$ cat src/verilog/btx_pkg.sv
// Constants, types and register map for the bit test, bit XOR and call unit.
// Assumes a single 125 MHz core clock and an Avalon-MM master on the bus.
//
// Contract
// - Opcode 37: branch when chosen bit set.
// - Bit clear: fall through past the instruction.
// - Displacement is signed eight bits, -128..+127.
// - Bit XOR writes only the chosen destination bit.
// - Bit XOR: zero flag, sign cleared, others kept.
// - Opcode 27, second byte: register, bit, form.
// - Call pushes low byte, then high byte.
// - Pushed address follows the call's own length.
// - Call opcodes F6, F4, D4 with their cycles.
// - Vector call reads high byte at lower address.
// - Call leaves every flag unchanged.
// - Return pops high then low into PC.
package btx_pkg;

	// ****************************************************************
	// Opcodes and cycle counts.
	// ****************************************************************
	localparam logic [7:0] OP_BIT_TEST_BRANCH_IF_SET = 8'h37;
	localparam logic [7:0] OP_BIT_EXCLUSIVE_OR = 8'h27;
	localparam logic [7:0] OP_CALL_DIRECT = 8'hF6;
	localparam logic [7:0] OP_CALL_PAIR = 8'hF4;
	localparam logic [7:0] OP_CALL_VECTOR = 8'hD4;
	localparam logic [7:0] OP_SUBROUTINE_RETURN = 8'hFF;
	localparam logic [3:0] CYC_BRANCH = 4'hA;
	localparam logic [3:0] CYC_XOR = 4'h6;
	localparam logic [3:0] CYC_CALL_DIRECT = 4'hE;
	localparam logic [3:0] CYC_CALL_PAIR = 4'hC;
	localparam logic [3:0] CYC_CALL_VECTOR = 4'hE;
	localparam logic [3:0] CYC_RETURN = 4'h8;
	localparam logic [15:0] LEN_TWO = 16'h0002;
	localparam logic [15:0] LEN_THREE = 16'h0003;

	// ****************************************************************
	// Register map, byte addresses.
	// ****************************************************************
	localparam logic [7:0] ADDR_CTRL = 8'h00;
	localparam logic [7:0] ADDR_STATUS = 8'h04;
	localparam logic [7:0] ADDR_INSTR = 8'h08;
	localparam logic [7:0] ADDR_PC = 8'h0C;
	localparam logic [7:0] ADDR_SP = 8'h10;
	localparam logic [7:0] ADDR_FLAGS = 8'h14;
	localparam logic [7:0] ADDR_WREG_BASE = 8'h40;

	// ****************************************************************
	// Field positions and reset values.
	// ****************************************************************
	localparam int CTRL_GO_BIT = 0;
	localparam int ST_BUSY_BIT = 0;
	localparam int ST_DONE_BIT = 1;
	localparam int ST_ILLEGAL_BIT = 2;
	localparam int FLAG_C_BIT = 7;
	localparam int FLAG_Z_BIT = 6;
	localparam int FLAG_S_BIT = 5;
	localparam int FLAG_V_BIT = 4;
	localparam int FLAG_D_BIT = 3;
	localparam int FLAG_H_BIT = 2;
	localparam logic [15:0] PC_RESET = 16'h0000;
	localparam logic [15:0] SP_RESET = 16'h0000;
	localparam logic [7:0] FLAGS_RESET = 8'h00;
	localparam logic [7:0] WREG_RESET = 8'h00;

	// ****************************************************************
	// Types.
	// ****************************************************************
	typedef struct packed {
		logic [7:0] third;
		logic [7:0] second;
		logic [7:0] opcode;
	} btx_instr_t;

	typedef struct packed {
		logic [15:0] addr;
		logic [7:0] wdata;
		logic we;
	} btx_stk_req_t;

	typedef enum logic [2:0] {
		BTX_IDLE = 3'h0,
		BTX_FETCH_HI = 3'h1,
		BTX_FETCH_LO = 3'h3,
		BTX_PUSH_LO = 3'h2,
		BTX_PUSH_HI = 3'h6,
		BTX_POP_HI = 3'h7,
		BTX_POP_LO = 3'h5,
		BTX_FINISH = 3'h4
	} btx_state_t;

endpackage

$ cat src/verilog/btx_exec.sv
// Execution unit for bit test branch, bit XOR, call and return.
// Assumes stack and program memories on the same clock with combinational
// read of the registered address.
`timescale 1ns/100ps
module btx_exec
	import btx_pkg::*;
(
	// Clock and reset.
	input wire logic i_clock,
	input wire logic i_arst_n,
	// Avalon-MM slave.
	input wire logic [7:0] i_address,
	input wire logic i_read,
	input wire logic i_write,
	input wire logic [31:0] i_writedata,
	output logic [31:0] o_readdata,
	output logic o_waitrequest,
	// Stack memory.
	output btx_stk_req_t o_stk,
	input wire logic [7:0] i_stk_rdata,
	// Program memory read port.
	output logic [15:0] o_pmem_addr,
	input wire logic [7:0] i_pmem_data,
	// State.
	output logic o_busy
);

	// ****************************************************************
	// Functions.
	// ****************************************************************
	function automatic logic [3:0] op_cycles(input logic [7:0] op);
		case (op)
			OP_BIT_TEST_BRANCH_IF_SET: op_cycles = CYC_BRANCH;
			OP_BIT_EXCLUSIVE_OR: op_cycles = CYC_XOR;
			OP_CALL_DIRECT: op_cycles = CYC_CALL_DIRECT;
			OP_CALL_PAIR: op_cycles = CYC_CALL_PAIR;
			OP_CALL_VECTOR: op_cycles = CYC_CALL_VECTOR;
			default: op_cycles = CYC_RETURN;
		endcase
	endfunction

	function automatic logic [15:0] sext8(input logic [7:0] v);
		sext8 = {{8{v[7]}}, v};
	endfunction

	// ****************************************************************
	// Reset synchroniser.
	// ****************************************************************
	logic [1:0] rst_sync_q;
	logic rst_n;

	always_ff @(posedge i_clock or negedge i_arst_n) begin
		if (!i_arst_n) begin
			rst_sync_q <= 2'h0;
		end else begin
			rst_sync_q <= {rst_sync_q[0], 1'b1};
		end
	end
	assign rst_n = rst_sync_q[1];

	// ****************************************************************
	// State.
	// ****************************************************************
	btx_state_t state_q;
	btx_state_t state_d;
	btx_instr_t instr_q;
	logic [15:0] pc_q;
	logic [15:0] sp_q;
	logic [7:0] flags_q;
	logic [7:0] wreg_q [16];
	logic [15:0] tgt_q;
	logic [3:0] cnt_q;
	logic done_q;
	logic illegal_q;
	logic wait_q;
	logic [31:0] rdata_q;
	logic busy_q;
	btx_stk_req_t stk_q;
	logic [15:0] pmem_q;

	// ****************************************************************
	// Bus decode.
	// ****************************************************************
	wire bus_req = i_read | i_write;
	wire bus_ack = bus_req & ~wait_q;
	wire wr_ack = i_write & bus_ack;
	wire idle = (state_q == BTX_IDLE);
	wire wr_ctrl = wr_ack & (i_address == ADDR_CTRL);
	wire wr_status = wr_ack & (i_address == ADDR_STATUS);
	wire wr_instr = wr_ack & idle & (i_address == ADDR_INSTR);
	wire wr_pc = wr_ack & idle & (i_address == ADDR_PC);
	wire wr_sp = wr_ack & idle & (i_address == ADDR_SP);
	wire wr_flags = wr_ack & idle & (i_address == ADDR_FLAGS);
	wire is_wreg = (i_address[7:6] == ADDR_WREG_BASE[7:6]);
	wire wr_wreg = wr_ack & idle & is_wreg & (i_address[1:0] == 2'h0);
	wire [3:0] wreg_sel = i_address[5:2];
	wire go = wr_ctrl & idle & i_writedata[CTRL_GO_BIT];

	// ****************************************************************
	// Instruction decode.
	// ****************************************************************
	wire [7:0] op = instr_q.opcode;
	wire is_branch = (op == OP_BIT_TEST_BRANCH_IF_SET);
	wire is_xor = (op == OP_BIT_EXCLUSIVE_OR);
	wire is_call_da = (op == OP_CALL_DIRECT);
	wire is_call_rr = (op == OP_CALL_PAIR);
	wire is_call_ia = (op == OP_CALL_VECTOR);
	wire is_call = is_call_da | is_call_rr | is_call_ia;
	wire is_ret = (op == OP_SUBROUTINE_RETURN);
	wire is_legal = is_branch | is_xor | is_call | is_ret;
	wire [3:0] work_idx = instr_q.second[7:4];
	wire [2:0] bit_idx = instr_q.second[3:1];
	wire xor_form = instr_q.second[0];
	wire [3:0] reg_idx = instr_q.third[3:0];
	wire [7:0] work_val = wreg_q[work_idx];
	wire [7:0] reg_val = wreg_q[reg_idx];

	// Return address past the instruction, two or three bytes.
	wire [15:0] ins_len = (is_call_rr | is_call_ia) ? LEN_TWO : LEN_THREE;
	wire [15:0] next_pc = pc_q + ins_len;

	// Branch target from a signed byte offset on the following address.
	wire [15:0] br_tgt = next_pc + sext8(instr_q.third);
	wire br_bit = work_val[bit_idx];

	// Bit XOR result and the register it lands in.
	wire [3:0] xor_idx = xor_form ? reg_idx : work_idx;
	wire [7:0] xor_old = xor_form ? reg_val : work_val;
	wire [2:0] xor_pos = xor_form ? bit_idx : 3'h0;
	wire xor_src = xor_form ? work_val[0] : reg_val[bit_idx];
	wire xor_res = xor_old[xor_pos] ^ xor_src;
	logic [7:0] xor_new;
	always_comb begin
		xor_new = xor_old;
		xor_new[xor_pos] = xor_res;
	end

	// Call target for the direct and pair forms.
	wire [15:0] pair_tgt = {wreg_q[{work_idx[3:1], 1'b0}],
		wreg_q[{work_idx[3:1], 1'b1}]};
	wire [15:0] call_tgt = is_call_da ?
		{instr_q.second, instr_q.third} : pair_tgt;
	wire [15:0] sp_dec = sp_q - 16'h0001;
	wire [15:0] sp_dec2 = sp_q - 16'h0002;
	wire [15:0] sp_inc = sp_q + 16'h0001;
	wire [3:0] last_cnt = op_cycles(op) - 4'h1;
	wire cnt_done = (cnt_q >= last_cnt);
	wire finish = (state_q == BTX_FINISH) & cnt_done;

	// ****************************************************************
	// Sequencer.
	// ****************************************************************
	always_comb begin
		state_d = state_q;
		case (state_q)
			BTX_IDLE: begin
				if (go && is_legal) begin
					if (is_call_ia) begin
						state_d = BTX_FETCH_HI;
					end else if (is_call) begin
						state_d = BTX_PUSH_LO;
					end else if (is_ret) begin
						state_d = BTX_POP_HI;
					end else begin
						state_d = BTX_FINISH;
					end
				end
			end
			BTX_FETCH_HI: state_d = BTX_FETCH_LO;
			BTX_FETCH_LO: state_d = BTX_PUSH_LO;
			BTX_PUSH_LO: state_d = BTX_PUSH_HI;
			BTX_PUSH_HI: state_d = BTX_FINISH;
			BTX_POP_HI: state_d = BTX_POP_LO;
			BTX_POP_LO: state_d = BTX_FINISH;
			BTX_FINISH: begin
				if (cnt_done) begin
					state_d = BTX_IDLE;
				end
			end
			default: state_d = BTX_IDLE;
		endcase
	end

	always_ff @(posedge i_clock or negedge rst_n) begin
		if (!rst_n) begin
			state_q <= BTX_IDLE;
			cnt_q <= 4'h0;
			busy_q <= 1'b0;
		end else begin
			state_q <= state_d;
			cnt_q <= idle ? 4'h0 : cnt_q + 4'h1;
			busy_q <= (state_d != BTX_IDLE);
		end
	end

	// ****************************************************************
	// Memory ports and target capture.
	// ****************************************************************
	always_ff @(posedge i_clock or negedge rst_n) begin
		if (!rst_n) begin
			stk_q <= '0;
			pmem_q <= 16'h0000;
			tgt_q <= 16'h0000;
		end else begin
			stk_q.we <= 1'b0;
			case (state_q)
				BTX_IDLE: begin
					pmem_q <= {8'h00, instr_q.second};
					stk_q.addr <= is_ret ? sp_q : sp_dec;
					stk_q.wdata <= next_pc[7:0];
					stk_q.we <= go & is_call & ~is_call_ia;
					tgt_q <= call_tgt;
				end
				BTX_FETCH_HI: begin
					tgt_q[15:8] <= i_pmem_data;
					pmem_q <= pmem_q + 16'h0001;
				end
				BTX_FETCH_LO: begin
					tgt_q[7:0] <= i_pmem_data;
					stk_q.addr <= sp_dec;
					stk_q.wdata <= next_pc[7:0];
					stk_q.we <= 1'b1;
				end
				BTX_PUSH_LO: begin
					stk_q.addr <= sp_dec2;
					stk_q.wdata <= next_pc[15:8];
					stk_q.we <= 1'b1;
				end
				BTX_POP_HI: begin
					tgt_q[15:8] <= i_stk_rdata;
					stk_q.addr <= sp_inc;
				end
				BTX_POP_LO: tgt_q[7:0] <= i_stk_rdata;
				default: stk_q.we <= 1'b0;
			endcase
		end
	end

	// ****************************************************************
	// Architectural registers.
	// ****************************************************************
	wire sp_down = (state_q == BTX_PUSH_LO) | (state_q == BTX_PUSH_HI);
	wire sp_up = (state_q == BTX_POP_HI) | (state_q == BTX_POP_LO);
	wire br_taken = is_branch & br_bit;
	wire [15:0] pc_fin = (is_call | is_ret) ? tgt_q :
		br_taken ? br_tgt : next_pc;

	always_ff @(posedge i_clock or negedge rst_n) begin
		if (!rst_n) begin
			pc_q <= PC_RESET;
			sp_q <= SP_RESET;
		end else begin
			if (finish) begin
				pc_q <= pc_fin;
			end else if (wr_pc) begin
				pc_q <= i_writedata[15:0];
			end
			if (sp_down) begin
				sp_q <= sp_dec;
			end else if (sp_up) begin
				sp_q <= sp_inc;
			end else if (wr_sp) begin
				sp_q <= i_writedata[15:0];
			end
		end
	end

	// Only bit XOR touches flags; branch, call and return keep them.
	always_ff @(posedge i_clock or negedge rst_n) begin
		if (!rst_n) begin
			flags_q <= FLAGS_RESET;
		end else if (finish && is_xor) begin
			flags_q[FLAG_Z_BIT] <= ~xor_res;
			flags_q[FLAG_S_BIT] <= 1'b0;
		end else if (wr_flags) begin
			flags_q <= i_writedata[7:0];
		end
	end

	always_ff @(posedge i_clock or negedge rst_n) begin
		if (!rst_n) begin
			for (int i = 0; i < 16; i++) begin
				wreg_q[i] <= WREG_RESET;
			end
		end else if (finish && is_xor) begin
			wreg_q[xor_idx] <= xor_new;
		end else if (wr_wreg) begin
			wreg_q[wreg_sel] <= i_writedata[7:0];
		end
	end

	always_ff @(posedge i_clock or negedge rst_n) begin
		if (!rst_n) begin
			instr_q <= '0;
		end else if (wr_instr) begin
			instr_q <= i_writedata[23:0];
		end
	end

	// Done sets over a software clear in the same cycle.
	always_ff @(posedge i_clock or negedge rst_n) begin
		if (!rst_n) begin
			done_q <= 1'b0;
			illegal_q <= 1'b0;
		end else begin
			if (finish) begin
				done_q <= 1'b1;
			end else if (wr_status && i_writedata[ST_DONE_BIT]) begin
				done_q <= 1'b0;
			end
			if (go && !is_legal) begin
				illegal_q <= 1'b1;
			end else if (wr_status && i_writedata[ST_ILLEGAL_BIT]) begin
				illegal_q <= 1'b0;
			end
		end
	end

	// ****************************************************************
	// Read mux and bus answer.
	// ****************************************************************
	logic [31:0] rd_mux;
	always_comb begin
		rd_mux = 32'h0000_0000;
		case (i_address)
			ADDR_STATUS: begin
				rd_mux[ST_BUSY_BIT] = ~idle;
				rd_mux[ST_DONE_BIT] = done_q;
				rd_mux[ST_ILLEGAL_BIT] = illegal_q;
			end
			ADDR_INSTR: rd_mux[23:0] = instr_q;
			ADDR_PC: rd_mux[15:0] = pc_q;
			ADDR_SP: rd_mux[15:0] = sp_q;
			ADDR_FLAGS: rd_mux[7:0] = flags_q;
			default: begin
				if (is_wreg && i_address[1:0] == 2'h0) begin
					rd_mux[7:0] = wreg_q[wreg_sel];
				end
			end
		endcase
	end

	always_ff @(posedge i_clock or negedge rst_n) begin
		if (!rst_n) begin
			wait_q <= 1'b1;
			rdata_q <= 32'h0000_0000;
		end else begin
			wait_q <= ~(bus_req & wait_q);
			rdata_q <= rd_mux;
		end
	end

	assign o_waitrequest = wait_q;
	assign o_readdata = rdata_q;
	assign o_stk = stk_q;
	assign o_pmem_addr = pmem_q;
	assign o_busy = busy_q;

endmodule // btx_exec

$ cat config.mk
export PLATFORM = sky130hd
export DESIGN_NAME = btx_exec
export DESIGN_NICKNAME = d
export VERILOG_FILES = /design/src/verilog/btx_pkg.sv /design/src/verilog/btx_exec.sv
export SDC_FILE = /design/constraint.sdc
export NUM_CORES = 1
export LEC_CHECK = 0
export BUFFER_PORTS_ARGS = -buffer_cell sky130_fd_sc_hd__buf_2
export CORE_AREA = 4 4 245 247
export DETAILED_ROUTE_END_ITERATION = 8
export DIE_AREA = 0 0 249 251
export SYNTH_ARGS = -nofsm -noshare
export SYNTH_HDL_FRONTEND = slang
export SYNTH_SLANG_ARGS = --single-unit
$ cat constraint.sdc
create_clock -name i_clock -period 12.6 [get_ports i_clock]
set_input_delay 1.26 -clock i_clock [delete_from_list [all_inputs] [get_ports i_clock]]
set_output_delay 1.26 -clock i_clock [all_outputs]
set_load 0.01 [all_outputs]
==> metrics.cfg, run 1 <==
[clock_network]
cts_tree = built
cts_buffers = 38
cts_resized = 0
cts.clk_slew.worst_paths_ps = 60
cts_setup_buffers = 0
clkSinkCount = 286
clock_path_buffers = 3
root_buffer = clkbuf_16
hold_buffers = 0
clock_latency_ps = 580
htreeDepth = 2

[synthesis]
yosysUniqueCellTypes = 78
ys_seq_area_frac = 0.358
synth_edf_count = 0
ys_ff_latch = 286
async_reset_ff_frac = 1.00
syn_area_um2 = 20000
synth_warnings = 0
synth_cells = 2174
synth_ff_type = dfrtp_1
syn_avg_cell_area_um2 = 9.21

[sta]
maxSlewViolCount = 0
layout_setup_ws_ps = 7920
fmax_mhz = 214
setup_tns_ps = 0
hold_viol_final = 0
rsz0062_at_grt = no
tightest_slew_ps = 1250
fin_crit_sh = 0.372
finClkSkew_ps = 31.2
period_minus_slack_ps = 4680
hold_ws_ps = 255
setup_viol = 0
slew_headroom = 0.168

[worst_setup_path]
critPathSlowestCell = a21oi_1
cp.depth = 15
endpoint_kind = flop
worstSetupPathType = flop to flop
r2r_cells = 15
cpLargestDelayFamily = compound AO/OA/AOI/OAI gates
required_ps = 13070
slowest_delay_ps = 1010
cp_max_fo = 8
cp.arrival_ps = 5150
crit_chain = and3_1 -> nand3_1 -> or2_2 -> nor2_1 -> nor3_1 -> ha_1 -> ha_1 -> a21o_1 -> a21oi_1 -> nor3_2 -> nand2_1 -> nor2_1 -> a21oi_1 -> a22oi_1 -> o21ai_2
critPathBufInv = 0
cp-start-kind = flop

[placement]
hpwlAfterDp_um = 57800
io_buffers = 118
place_congestion = 0.974
place_ws_ps = 8030

[floorplan]
start_util = 0.348
io_pins = 135
placeableCoreArea_um2 = 57600
die_y_um = 251
die_x_um = 249
dieArea_um2 = 62500
rows = 88

[final_layout]
final_core_util = 0.391
drive_gt1_frac = 0.175
mostFrequentLayoutCells = 279 x dfrtp_1, 228 x nand2_1, 219 x o21ai_0
layout_commonest_cell = dfrtp_1
final_nets = 2308
insertedDiodeCount = 0
syn_to_final_growth_pct = 12.5

[global_route]
antenna_found_initial = 1
groute.usage.overall = 0.255
grt_pass1_vias = 18400
grt_max_degree = 179
overflow = 0
grt_pass1_wl_um = 123000

[routing]
totalWireLength_um = 82500
wire_per_inst_um = 27.4
vias_per_cell = 6.48
drcViolationCount = 2
drt_iter0_markers = 2854
ant_nets = 0
num_vias = 19500
drt_pass1_iterations = 9

[power]
irDropWorstVdd_mv = 0.0813
p_per_area_nw_per_um2 = 109
p_leak_nw = 9.04
total_power_mw = 2.44

[worst_hold_path]
hp-class = flop to async pin

[outcome]
violations = DRC
status = finished, violations left

[job]
maxCapViolCount = 0

[layout make-up]
cell class              count  area (µm²)
well taps                 765         957
multi-input cells        1679       12000
clock buffers              57        1100
inverters                  48         180
clock inverters            11         161
fillers                  5696       35100
repair buffers            166         963
flip-flops and latches    286        7170
[kinds of logic after synthesis]
kind of cell,Yosys count,share of synthesized area
and+or+nand+nor,648,0.143
DFF,286,0.358
muxes,197,0.169
adders and majority gates,29,0.0185
AOI/OAI and AO/OA,746,0.242
other,2,0.000375
buffers and inverters,216,0.0468
xor gates and xnor gates,50,0.0228
[through the flow]
step           cell area (µm²)  instances
2_1_floorplan            20000       2181
3_3_place_gp             21300       2944
3_5_place_dp             21300       2944
4_1_cts                  22500       3012
5_1_grt                  22500       3012
6_report                 22500       3012
[per-layer routing]
layer / share of wire / track usage
met5: 0.00015 / 0.00301
met4: 0.044 / 0.106
met3: 0.11 / 0.0632
met2: 0.45 / 0.395
met1: 0.40 / 0.344
[power breakdown]
part	total [mW]	switching [mW]	internal, mW	leakage [nW]
Sequential	1.01	0.0556	0.953	3.00
Clock	1.11	0.446	0.669	0.610
Combinational	0.320	0.202	0.118	5.42
[final timing paths]
check / start / endpoint / slack, ps
setup / recovery: op[4] / wreg_q[124] / 7920
hold / removal: rst_sync_q[1] / o_readdata[4] / 260
setup reg to reg: op[4] / wreg_q[124] / 7920
hold reg to reg: rst_sync_q[1] / o_readdata[4] / 260
max in group asynchronous: rst_sync_q[1] / instr_q[13] / 10890
min in group i_clock: rst_sync_q[0] / rst_sync_q[1] / 350
[registers in the layout, summed over array words and instances (netlist names)]
name and flops:
wreg_q 128, o_stk 25, o_readdata 24, o_pmem_addr 16, pc_q 16, sp_q 16, tgt_q 16, instr_q 13
flags_q 8, op 8, cnt_q 4, bit_idx 3, state_q 3, rst_sync_q 2, done_q 1, illegal_q 1
o_busy 1, o_waitrequest 1
[cells in the mapped netlist, types with 28 or more instances]
library cell	n	share of area
dfrtp_1	285	0.36
nand2_1	228	0.043
o21ai_0	219	0.055
nor2_1	201	0.038
a22oi_1	156	0.059
a21oi_1	128	0.032
clkbuf_1	110	0.021
mux4_2	101	0.11
nand3_1	75	0.019
mux2i_1	60	0.030
inv_1	44	0.0083
nor3_1	41	0.010
xnor2_1	32	0.014
mux2_2	29	0.016
o21ai_1	29	0.0073
a31oi_1	28	0.0088
ha_1	28	0.018
Power figures use the tool's default switching activity.
==> run 2, diff against run 1 <==
==> constraint.sdc (replaced) <==
create_clock -name i_clock -period 4.2 [get_ports i_clock]
set_input_delay 0.42 -clock i_clock [delete_from_list [all_inputs] [get_ports i_clock]]
set_output_delay 0.42 -clock i_clock [all_outputs]
set_load 0.01 [all_outputs]
==> run 2 against run 1 <==
Net effect:
- the run now ends clean
- register-to-register slack worse by 7700 ps
- via count rose by 1.1%
- first-iteration DRC count fell by 6.7%
- die area did not move
- global-route usage grew 0.30 points
- routed wire length increased by 1.5%
- combinational power increased to 3.2 times the previous value
- critical endpoint is now pc_q[9]
==> metrics.cfg, run 2 (same netlist as run 1, synthesis figures left out) <==
[sta]
setup_viol = 0  ; unchanged
period_minus_slack_ps = 4000  ; -686 ps
fmax_mhz = 250  ; +17%
rsz0062_at_grt = no
finClkSkew_ps = 39.1  ; +7.86 ps
fin_crit_sh = 0.951  ; +0.580
hold_viol_final = 0  ; unchanged
setup_tns_ps = 0  ; unchanged
hold_ws_ps = 40.2  ; -215 ps
slew_headroom = 0.197  ; +0.0288
tightest_slew_ps = 1200  ; -46.3 ps
maxSlewViolCount = 0  ; unchanged

[power]
p_per_area_nw_per_um2 = 318  ; +190%
clkPwrFrac = 0.452  ; -0.004
seqPwrFrac = 0.408  ; -0.005
p_sw_frac = 0.287  ; -0.000305
p_leak_nw = 9.57  ; +5.9%
p_comb_frac = 0.140  ; +0.009
total_power_mw = 7.44  ; +200%
p_int_mw = 5.30  ; +200%
p_sw_mw = 2.14  ; +200%
irDropWorstVdd_mv = 0.261  ; +220%

[worst_setup_path]
worstSetupPathType = flop to flop
required_ps = 4640  ; -8430 ps
endpoint_kind = flop
cp.arrival_ps = 4430  ; -720 ps
r2r_cells = 19  ; +4
cp-start-kind = flop
cp_max_fo = 5  ; -3

[routing]
wire_per_inst_um = 27.0  ; -1.6%
drt_iter0_markers = 2662  ; -6.7%
totalWireLength_um = 83800  ; +1.5%
ant_nets = 0  ; unchanged
drcViolationCount = 0  ; -2
vias_per_cell = 6.35  ; -2.0%
drt_pass1_iterations = 7  ; -2
num_vias = 19700  ; +1.1%

[global_route]
overflow = 0  ; unchanged
grt_pass1_vias = 18900  ; +2.3%
met1_usage = 0.350  ; +0.00648
groute.usage.overall = 0.258  ; +0.00298
grt_max_degree = 88  ; -51%
busiest_layer = met2
grt_pass1_wl_um = 125000  ; +1.0%
grt_use_met2 = 0.403  ; +0.00827
antenna_found_initial = 0  ; -1
met3_usage = 0.0577  ; -0.00548

[final_layout]
regMostFlops = wreg_q
layout_commonest_cell = dfrtp_1
nFillCells = 5661  ; -0.61%
insertedDiodeCount = 0  ; unchanged
drive_gt1_frac = 0.215  ; +0.0405
final_nets = 2405  ; +4.2%
mostFrequentLayoutCells = 277 x dfrtp_1, 228 x nand2_1, 217 x o21ai_0
syn_to_final_growth_pct = 17.1
largest_register_ff_count = 128  ; unchanged

[floorplan]
die_x_um = 249  ; unchanged
dieArea_um2 = 62500  ; unchanged
start_util = 0.348  ; unchanged
rows = 88  ; unchanged
die_y_um = 251  ; unchanged
placeableCoreArea_um2 = 57600  ; unchanged
io_pins = 135  ; unchanged

[job]
maxCapViolCount = 0  ; unchanged

[clock_network]
cts.clk_slew.worst_paths_ps = 60  ; about the same
htreeDepth = 2  ; unchanged
cts_tree = built
clock_latency_ps = 570  ; about the same
clock_path_buffers = 3  ; unchanged
clkSinkCount = 286  ; unchanged
root_buffer = clkbuf_16
cts_buffers = 37  ; -2.6%

[placement]
place_congestion = 1.00  ; +2.8%
io_buffers = 118  ; unchanged
hpwlAfterDp_um = 61900  ; +7.1%

[worst_hold_path]
hp-class = primary input to flop
worstHoldPathCells = 2

[outcome]
status = finished, final reports clean

==> run 2: cell types whose count changed in the layout (fill, tap and decap cells not counted), moves of 4 or more <==
cell	change
buf_4	+87
buf_12	+9
clkinv_2	+6
a21oi_1	-5
a21oi_2	+5
clkbuf_8	-5
clkbuf_1	-4
nor2_1	-4
nor2_2	+4
==> run 2: power groups by stage <==
stage               logic, mW  registers (mW)  clock network [mW]
finish                   1.04            3.04                3.37
global route             1.12            3.05                3.55
CTS                      1.02            3.03                3.43
detailed placement       1.02            3.07                   0
global placement         1.00            3.07                   0
floorplan               0.629            3.03                   0
==> run 2: per-stage QoR <==
stage | util | std cells | setup slack (ps) | instance area [µm²]
3_3_place_gp | 0.383 | 3038 | 96.8 | 22100
6_report | 0.407 | 3109 | 204 | 23400
2_1_floorplan | - | 2181 | 366 | 20000
3_5_place_dp | 0.383 | 3038 | 61.9 | 22100
4_1_cts | 0.406 | 3107 | 34.0 | 23400
5_1_grt | 0.407 | 3109 | 2.26 | 23400
==> run 2: area by class of cell <==
cell class                      instances  area [µm²]  share of cell area
Multi-Input combinational cell       1679       12000               0.514
Sequential cell                       286        7170               0.306
Timing Repair Buffer                  264        1820              0.0775
Clock buffer                           48        1020              0.0435
Tap cell                              765         957              0.0409
Clock inverter                         19         249              0.0106
Inverter                               48         180             0.00769
==> run 2: metal layers <==
layer,vias up,part of all wire,routed length (µm)
met4,2,0.042,3540
met3,197,0.099,8270
met2,1168,0.45,37800
li1,8559,-,-
met5,-,0.00054,45
met1,9803,0.41,34100
==> run 2: critical path, cell delays in order, from the launching register on <==
cell and delay, ps:
dfrtp_1 420, and3_4 230, nand3_1 100, or2_2 330
ha_1 220, inv_1 80, ha_1 210, nor2_1 80
xor2_1 240, ha_1 340, nand3_1 110, o211ai_1 150
o21ai_1 260, buf_4 180, o21bai_1 60, a21oi_1 190
xor2_1 210, nor2_1 60, a211oi_1 270, o22ai_1 130
==> run 2: repair_timing <==
item / 4_1_cts / 5_1_grt
buffers inserted: 0 / 2
resized for setup: 0 / 16
hold buffers: 2 / 0
setup endpoints to repair: 0 / 63
hold endpoints to repair: 3 / 0
==> run 2: path summary, 6_finish.rpt <==
check                              start       endpoint  slack (ps)
max                                op[6]        pc_q[9]         200
min                              i_write  o_waitrequest          40
max reg2reg                        op[6]        pc_q[9]         200
min reg2reg                rst_sync_q[0]  rst_sync_q[1]         350
max in group asynchronous  rst_sync_q[1]    instr_q[17]        2660
min in group asynchronous       i_arst_n  rst_sync_q[1]         190
